==> config.mk <==
export PLATFORM = sky130hd
export DESIGN_NAME = mce_top
export DESIGN_NICKNAME = d
export VERILOG_FILES = /design/src/hw/mce_pkg.sv /design/src/hw/mce_check_gen.sv /design/src/hw/mce_syn_decode.sv /design/src/hw/mce_top.sv
export SDC_FILE = /design/constraint.sdc
export NUM_CORES = 1
export LEC_CHECK = 0
export BUFFER_PORTS_ARGS = -buffer_cell sky130_fd_sc_hd__buf_2
export CAP_MARGIN = 15
export CELL_PAD_IN_SITES_DETAIL_PLACEMENT = 1
export CELL_PAD_IN_SITES_GLOBAL_PLACEMENT = 1
export CORE_MARGIN = 8
export CORE_UTILIZATION = 42
export CTS_CLUSTER_SIZE = 20
export DETAILED_ROUTE_END_ITERATION = 8
export GPL_TIMING_DRIVEN = 0
export PLACE_DENSITY_LB_ADDON = 0.1
export SYNTH_ARGS = -nofsm -noshare
export SYNTH_HDL_FRONTEND = slang
export SYNTH_SLANG_ARGS = --single-unit
==> constraint.sdc <==
create_clock -name clk_in -period 4.9 [get_ports clk_in]
set_input_delay 0.98 -clock clk_in [delete_from_list [all_inputs] [get_ports clk_in]]
set_output_delay 0.98 -clock clk_in [all_outputs]
set_load 0.02 [all_outputs]
==> src/hw/mce_pkg.sv <==
// package for the memory-check error block: register map, field positions,
// reset values and the syndrome table of the 64+8 bit secded code.
// assumes a 32-bit classic wishbone register bus and one system clock.
package mce_pkg;

    ////////////////////////////////////////////////////////////////////////////
    // register byte offsets on the wishbone bus
    localparam logic [7:0] MCE_OFS_CTRL = 8'h00;   // check control
    localparam logic [7:0] MCE_OFS_STAT_LO = 8'h04; // error status bits 31:0
    localparam logic [7:0] MCE_OFS_STAT_HI = 8'h08; // error status bits 63:32
    localparam logic [7:0] MCE_OFS_ICLR = 8'h0c;   // interrupt source clear

    ////////////////////////////////////////////////////////////////////////////
    // field positions
    localparam int MCE_CTRL_MODE_BIT = 2;     // 1 = ecc, 0 = byte parity
    localparam int MCE_CTRL_DIS_BIT = 3;      // 1 = checking disabled
    localparam int MCE_ICLR_CHK_BIT = 2;      // write one clears the flags
    localparam int MCE_ST_ADDR_MSB = 35;
    localparam int MCE_ST_SYN_LSB = 48;
    localparam int MCE_ST_PAR_BIT = 56;
    localparam int MCE_ST_ECC_BIT = 57;
    localparam int MCE_ST_MULTI_BIT = 58;

    ////////////////////////////////////////////////////////////////////////////
    // reset values
    localparam logic MCE_RST_MODE = 1'b0;
    localparam logic MCE_RST_DIS = 1'b0;
    localparam logic [63:0] MCE_RST_STATUS = 64'h0;

    ////////////////////////////////////////////////////////////////////////////
    // syndrome of each data bit, index = data bit number
    localparam logic [7:0] MCE_DATA_SYN [0:63] = '{
        8'hce, 8'hcb, 8'hd3, 8'hd5, 8'hd6, 8'hd9, 8'hda, 8'hdc,
        8'h23, 8'h25, 8'h26, 8'h29, 8'h2a, 8'h2c, 8'h31, 8'h34,
        8'h0e, 8'h0b, 8'h13, 8'h15, 8'h16, 8'h19, 8'h1a, 8'h1c,
        8'he3, 8'he5, 8'he6, 8'he9, 8'hea, 8'hec, 8'hf1, 8'hf4,
        8'h4f, 8'h4a, 8'h52, 8'h54, 8'h57, 8'h58, 8'h5b, 8'h5d,
        8'ha2, 8'ha4, 8'ha7, 8'ha8, 8'hab, 8'had, 8'hb0, 8'hb5,
        8'h8f, 8'h8a, 8'h92, 8'h94, 8'h97, 8'h98, 8'h9b, 8'h9d,
        8'h62, 8'h64, 8'h67, 8'h68, 8'h6b, 8'h6d, 8'h70, 8'h75
    };

endpackage

==> src/hw/mce_check_gen.sv <==
// check-bit generator: eight secded check bits or eight even byte parities.
// assumes a combinational use on same-clock data; no state.
`timescale 1ns/100ps
module mce_check_gen (
    // data and mode
    input wire logic [63:0] data_in,
    input wire logic ecc_mode_in,
    // check bits
    output logic [7:0] check_out
);

    ////////////////////////////////////////////////////////////////////////////
    // column masks built from the table so a flipped data bit yields its syndrome
    logic [7:0][63:0] col_mask;
    logic [7:0] ecc_bits;
    logic [7:0] par_bits;

    genvar k, i;
    generate
        for (k = 0; k < 8; k++) begin : g_chk
            for (i = 0; i < 64; i++) begin : g_bit
                assign col_mask[k][i] = mce_pkg::MCE_DATA_SYN[i][k];
            end
            assign ecc_bits[k] = ^(data_in & col_mask[k]);
            assign par_bits[k] = ^data_in[8*k +: 8]; // even parity per byte
        end
    endgenerate

    // mode picks the code
    assign check_out = ecc_mode_in ? ecc_bits : par_bits;

endmodule

==> src/hw/mce_syn_decode.sv <==
// syndrome decoder: maps an 8-bit syndrome to the single bit in error.
// assumes the syndrome is stable within the cycle; purely combinational.
`timescale 1ns/100ps
module mce_syn_decode (
    // syndrome
    input wire logic [7:0] syn_in,
    // decode result
    output logic [63:0] flip_mask_out,
    output logic data_hit_out,
    output logic check_hit_out,
    output logic multi_out
);

    ////////////////////////////////////////////////////////////////////////////
    // one comparator per data bit, one-hot result used as correction mask
    genvar i;
    generate
        for (i = 0; i < 64; i++) begin : g_cmp
            assign flip_mask_out[i] = (syn_in == mce_pkg::MCE_DATA_SYN[i]);
        end
    endgenerate

    // a lone check bit shows as a one-hot syndrome
    assign data_hit_out = |flip_mask_out;
    assign check_hit_out = (syn_in != 8'h00) && ((syn_in & (syn_in - 8'h01)) == 8'h00);
    // nonzero and no single-bit match means uncorrectable
    assign multi_out = (syn_in != 8'h00) && !data_hit_out && !check_hit_out;

endmodule

==> src/hw/mce_top.sv <==
// memory-check error block: check generation on writes, checking and
// single-bit correction on reads, sticky error flags and error status.
// assumes read/write data comes from logic on clk_in and a classic
// wishbone master with 32-bit data reaches the registers.
`timescale 1ns/100ps
module mce_top (
    // clock and reset
    input wire logic clk_in,
    input wire logic rst_n_in,
    // wishbone slave
    input wire logic wb_cyc_in,
    input wire logic wb_stb_in,
    input wire logic wb_we_in,
    input wire logic [7:0] wb_adr_in,
    input wire logic [3:0] wb_sel_in,
    input wire logic [31:0] wb_dat_in,
    output logic [31:0] wb_dat_out,
    output logic wb_ack_out,
    // memory write path
    input wire logic wr_valid_in,
    input wire logic [63:0] wr_data_in,
    output logic [7:0] wr_check_out,
    // memory read path
    input wire logic rd_valid_in,
    input wire logic [63:0] rd_data_in,
    input wire logic [7:0] rd_check_in,
    input wire logic [35:0] rd_addr_in,
    output logic [63:0] rd_data_out,
    output logic rd_valid_out,
    output logic rd_bad_out,
    // mode levels for the rest of the controller
    output logic ecc_mode_out,
    output logic check_off_out
);

    ////////////////////////////////////////////////////////////////////////////
    // all state of the block
    typedef struct packed {
        logic mode;            // check type select
        logic dis;             // check disable
        logic s_valid;         // read stage
        logic [63:0] s_data;
        logic [7:0] s_check;
        logic [35:0] s_addr;
        logic par_flag;
        logic ecc_flag;
        logic multi_flag;
        logic [35:0] err_addr;
        logic [7:0] err_syn;
        logic [63:0] o_data;
        logic o_valid;
        logic o_bad;
        logic [7:0] wr_check;
        logic ack;
        logic [31:0] rdata;
    } mce_state_t;

    mce_state_t st_r;
    mce_state_t st_nxt;

    ////////////////////////////////////////////////////////////////////////////
    // check generation for the outgoing write and the staged read
    logic [7:0] wr_gen;
    logic [7:0] rd_gen;
    logic [7:0] syn;
    logic [63:0] flip_mask;
    logic data_hit;
    logic check_hit;
    logic multi;

    mce_check_gen u_wr_gen (
        .data_in(wr_data_in),
        .ecc_mode_in(st_r.mode),
        .check_out(wr_gen)
    );

    mce_check_gen u_rd_gen (
        .data_in(st_r.s_data),
        .ecc_mode_in(st_r.mode),
        .check_out(rd_gen)
    );

    // in parity mode this is the xored even-parity result per byte
    assign syn = st_r.s_check ^ rd_gen;

    mce_syn_decode u_dec (
        .syn_in(syn),
        .flip_mask_out(flip_mask),
        .data_hit_out(data_hit),
        .check_hit_out(check_hit),
        .multi_out(multi)
    );

    ////////////////////////////////////////////////////////////////////////////
    // status register image
    logic [63:0] status;

    always_comb begin
        status = 64'h0; // reserved bits stay zero
        status[mce_pkg::MCE_ST_ADDR_MSB:0] = st_r.err_addr;
        status[mce_pkg::MCE_ST_SYN_LSB +: 8] = st_r.err_syn;
        status[mce_pkg::MCE_ST_PAR_BIT] = st_r.par_flag;
        status[mce_pkg::MCE_ST_ECC_BIT] = st_r.ecc_flag;
        status[mce_pkg::MCE_ST_MULTI_BIT] = st_r.multi_flag;
    end

    ////////////////////////////////////////////////////////////////////////////
    // next-state logic
    logic bus_req;
    logic bus_wr;
    logic clr_hit;
    logic chk_on;
    logic par_err;
    logic ecc_err;
    logic multi_err;
    logic any_err;

    always_comb begin
        st_nxt = st_r;
        // one wait state: ack the cycle after the request, drop it after
        bus_req = wb_cyc_in && wb_stb_in && !st_r.ack;
        bus_wr = bus_req && wb_we_in;
        clr_hit = bus_wr && wb_sel_in[0] && (wb_adr_in == mce_pkg::MCE_OFS_ICLR)
            && wb_dat_in[mce_pkg::MCE_ICLR_CHK_BIT];
        st_nxt.ack = bus_req;

        // control register; only byte lane 0 holds live bits
        if (bus_wr && wb_sel_in[0] && wb_adr_in == mce_pkg::MCE_OFS_CTRL) begin
            st_nxt.mode = wb_dat_in[mce_pkg::MCE_CTRL_MODE_BIT];
            st_nxt.dis = wb_dat_in[mce_pkg::MCE_CTRL_DIS_BIT];
        end

        // read data, unmapped addresses answer zero; status is read only
        if (bus_req) begin
            unique case (wb_adr_in)
                mce_pkg::MCE_OFS_CTRL: begin
                    st_nxt.rdata = 32'h0;
                    st_nxt.rdata[mce_pkg::MCE_CTRL_MODE_BIT] = st_r.mode;
                    st_nxt.rdata[mce_pkg::MCE_CTRL_DIS_BIT] = st_r.dis;
                end
                mce_pkg::MCE_OFS_STAT_LO: st_nxt.rdata = status[31:0];
                mce_pkg::MCE_OFS_STAT_HI: st_nxt.rdata = status[63:32];
                default: st_nxt.rdata = 32'h0;
            endcase
        end

        // read stage: capture the memory word
        st_nxt.s_valid = rd_valid_in;
        if (rd_valid_in) begin
            st_nxt.s_data = rd_data_in;
            st_nxt.s_check = rd_check_in;
            st_nxt.s_addr = rd_addr_in;
        end

        // error classes; disable masks them all
        chk_on = st_r.s_valid && !st_r.dis;
        par_err = chk_on && !st_r.mode && (syn != 8'h00);
        ecc_err = chk_on && st_r.mode && (syn != 8'h00);
        multi_err = ecc_err && multi;
        any_err = par_err || ecc_err;

        // correct a single data bit; a check-bit hit leaves data intact
        st_nxt.o_valid = st_r.s_valid;
        if (st_r.s_valid) begin
            st_nxt.o_data = (ecc_err && data_hit) ? (st_r.s_data ^ flip_mask) : st_r.s_data;
        end
        st_nxt.o_bad = multi_err || par_err;

        // sticky flags: a set in the clearing cycle wins
        if (clr_hit) begin
            st_nxt.par_flag = 1'b0;
            st_nxt.ecc_flag = 1'b0;
            st_nxt.multi_flag = 1'b0;
        end
        if (par_err) begin
            st_nxt.par_flag = 1'b1;
        end
        if (ecc_err) begin
            st_nxt.ecc_flag = 1'b1;
        end
        if (multi_err) begin
            st_nxt.multi_flag = 1'b1;
        end

        // most recent error wins the address and syndrome fields
        if (any_err) begin
            st_nxt.err_addr = st_r.s_addr;
            st_nxt.err_syn = syn;
        end

        // outgoing check bits, forced to zero while disabled
        if (wr_valid_in) begin
            st_nxt.wr_check = st_r.dis ? 8'h00 : wr_gen;
        end
    end

    ////////////////////////////////////////////////////////////////////////////
    // state register, synchronous reset
    always_ff @(posedge clk_in) begin
        if (!rst_n_in) begin
            st_r <= '0;
            st_r.mode <= mce_pkg::MCE_RST_MODE;
            st_r.dis <= mce_pkg::MCE_RST_DIS;
        end else begin
            st_r <= st_nxt;
        end
    end

    ////////////////////////////////////////////////////////////////////////////
    // outputs, all from flip-flops
    assign wb_ack_out = st_r.ack;
    assign wb_dat_out = st_r.rdata;
    assign wr_check_out = st_r.wr_check;
    assign rd_data_out = st_r.o_data;
    assign rd_valid_out = st_r.o_valid;
    assign rd_bad_out = st_r.o_bad;
    assign ecc_mode_out = st_r.mode;
    assign check_off_out = st_r.dis;

endmodule

==> impl_metrics.ini <==
[pwr]
p_leak_nw = 8.14
powerDensity_mw_per_mm2 = 398
vdd_drop_max_mv = 0.268
report.power.total_mw = 7.42

[synth]
yosysTopAreaCell = dfxtp_1
synth_edf_count = 0
synth_warnings = 0
synth_seq_area_share = 0.343
synthTopCellsByCount = dfxtp_1 (265), xnor2_1 (227), nor2b_1 (154)
syn_nets = 1886
yosysMostFrequentCell = dfxtp_1
yosys.cell_types.count = 64
ys_top_cells_by_area = dfxtp_1 (34%), xnor2_1 (13%), mux2i_1 (9.8%), nor2b_1 (6.2%), buf_4 (5.1%)
synth.avg_cell_area_um2 = 9.30
syn_inst = 1663
netlist.area_leader.share = 0.343
synth_ff_type = dfxtp_1
ys_ff_latch = 265
synth.cell_area_mm2 = 0.0155
synth-async-reset-ratio = 0

[grt]
grt_pass1_vias = 13900
antenna_found_initial = 7
grt_usage = 0.239
grt-ovfl-total = 0
grt_max_degree = 17
grt_first_pass_wirelength_mm = 81.4

[final_layout]
nets = 2214
final_cell_count_no_fill = 2483
area_growth_pct = 20.4
drive_gt1_frac = 0.244

[drt]
drc = 0
vias_per_cell = 5.21
drtAntennaViolNets = 0
routedWlPerCell_um = 21.4
dr.pass1.iters = 5
routed_wl_mm = 53.2
vias = 12900
drt_iter0_markers = 610

[worst_hold_path]
hold_path_depth = 2
min_from = wb_dat_out[9]$_SDFFE_PN0P_
hold_class = flip-flop to flip-flop

[cts]
cts_num_sinks = 265
postCtsSetupRepairBufs = 0
cts_buffers = 30
h-tree-depth = 1
clk_path_buf_depth = 3
clk_latency_ps = 590
path_clk_slew_ps = 60
cts_tree = done
cts_root_buffer = clkbuf_16

[floorplanning]
die_h_um = 208
core_mm2 = 0.0364
initial_core_util = 0.424
ios = 332
die_x_um = 208
fp-row-count = 70
dieArea_mm2 = 0.0432

[worst_setup_path]
crit_family = XOR/XNOR gates
startpoint_type = flip-flop
crit_chain = xnor3_1, xnor3_2, xnor3_1, xnor3_1, o21a_4, xor2_4, a21oi_2, nand2_1, a2111oi_0, a2111oi_2, nand4_1, a2111oi_2, a31o_1
crit_fanout = 7
slowest_stage = a2111oi_0
end_kind = flip-flop
worst-path-stages = 13
critical_path.endpoint = st_r[151]$_SDFFE_PN0P_
path_buf_inv = 0
worstSetupPathType = flip-flop to flip-flop
slowest_delay_ps = 840
r2r_cells = 13
r2r_setup_slack_ps = 120
timing.rr.start = st_r[258]$_SDFFE_PN0P_
crit_top_cell = xnor3_1
timing.rr.end = st_r[151]$_SDFFE_PN0P_
crit_start = st_r[258]$_SDFFE_PN0P_
cp.arrival_ps = 5260
crit_required_ps = 5390

[timing]
grt_setup_unrepaired = false
report.final.slew_viol_count = 0
fmax_ghz = 0.209
fin_crit_ps = 4780
tightest_slew_ps = 1020
max_slew_margin = 0.321
hold_viol = 0
min_period_over_period = 0.975
finalSetupViolations = 0
layout_setup_ws_ps = 124
clock_skew_ps = 32.3

[place]
hpwl_mm = 42.2
gp_congestion = 0.879
pre_cts_ws_ps = 31.7
placed_cells = 2427
port_buffers = 295

[run_status]
status = finished, final reports clean

[job]
cap_violations = 0
## flip-flops by register name, summed over array words and instances, names as in the netlist
name           count
rd_bad_out         1
wr_check_out       8
wb_ack_out         1
st_r             155
rd_valid_out       1
st_nxt             1
check_off_out      1
rd_data_out       64
ecc_mode_out       1
wb_dat_out        32
## cell usage in the layout, fill, tap and decap left out, types with 25 or more instances in the layout
cell type and n:
o211a_1 43, xnor2_1 225, nand3_1 49, and2_1 30, clkbuf_1 76, buf_4 106, a21oi_1 51, mux2i_1 151
dfxtp_1 265, nor2b_1 154, o21ai_0 63, xnor3_1 25, nor2_1 53, nand2_1 125, clkbuf_16 30, buf_2 302
xor2_1 66
## final cells by class
class                           count  area [µm²]
Timing Repair Buffer              297        1500
Multi-Input combinational cell   1193        9050
Fill cell                        4276       17800
Tap cell                          468         586
Antenna cell                        2        5.00
Inverter                            9        33.8
Clock buffer                       43         860
Buffer                            195        1140
Clock inverter                     11         138
Sequential cell                   265        5310
## where the power goes
group	switching (mW)	internal (mW)
clock network	0.940	1.33
registers	0.113	2.27
logic	1.58	1.19
## cell families after synthesis
logic type	count (synthesis)	synth area share
XOR/XNOR	327	0.215
multiplexers	152	0.0985
AND/OR/NAND/NOR	485	0.164
flip-flops	265	0.343
AO/OA/AOI/OAI	229	0.104
buffers and inverters	205	0.0760
## what timing repair did
item | 4_1_cts | 5_1_grt
setup endpoints to repair | 0 | 36
hold buffers | 0 | 0
resized for setup | 0 | 17
## worst min-delay path by stage
stage                                        to  slack [ps]
detailed placement   wb_dat_out[9]$_SDFFE_PN0P_         460
CTS                  wb_dat_out[9]$_SDFFE_PN0P_         470
global route        wb_dat_out[12]$_SDFFE_PN0P_         490
floorplan           wb_dat_out[28]$_SDFFE_PN0P_         440
global placement    wb_dat_out[12]$_SDFFE_PN0P_         450
finish               wb_dat_out[9]$_SDFFE_PN0P_         460
## worst register-to-register path: stages (launching register included)
cell and delay [ps]:
dfxtp_1 470, xnor3_1 470, xnor3_2 530, xnor3_1 450, xnor3_1 350, o21a_4 250, xor2_4 190, a21oi_2 370
nand2_1 170, a2111oi_0 840, a2111oi_2 130, nand4_1 170, a2111oi_2 60, a31o_1 200
## routing by layer
metal  vias to the layer above  track usage  wire, µm
met5                         -            0        45
met4                         8       0.0467       985
met3                        72       0.0500      3410
met2                       393        0.393     24300
met1                      6287        0.321     24500
li1                       6174            -         -
## per-stage QoR
stage	area (µm²)	utilization	hold slack, ps	setup TNS, ps
global placement	17500	0.481	454	-73.6
global route	18600	0.511	486	0
CTS	18500	0.509	467	0
finish	18600	0.511	462	0
floorplan	15500	-	441	0
detailed placement	17500	0.481	460	0
Power figures use the tool's default switching activity.
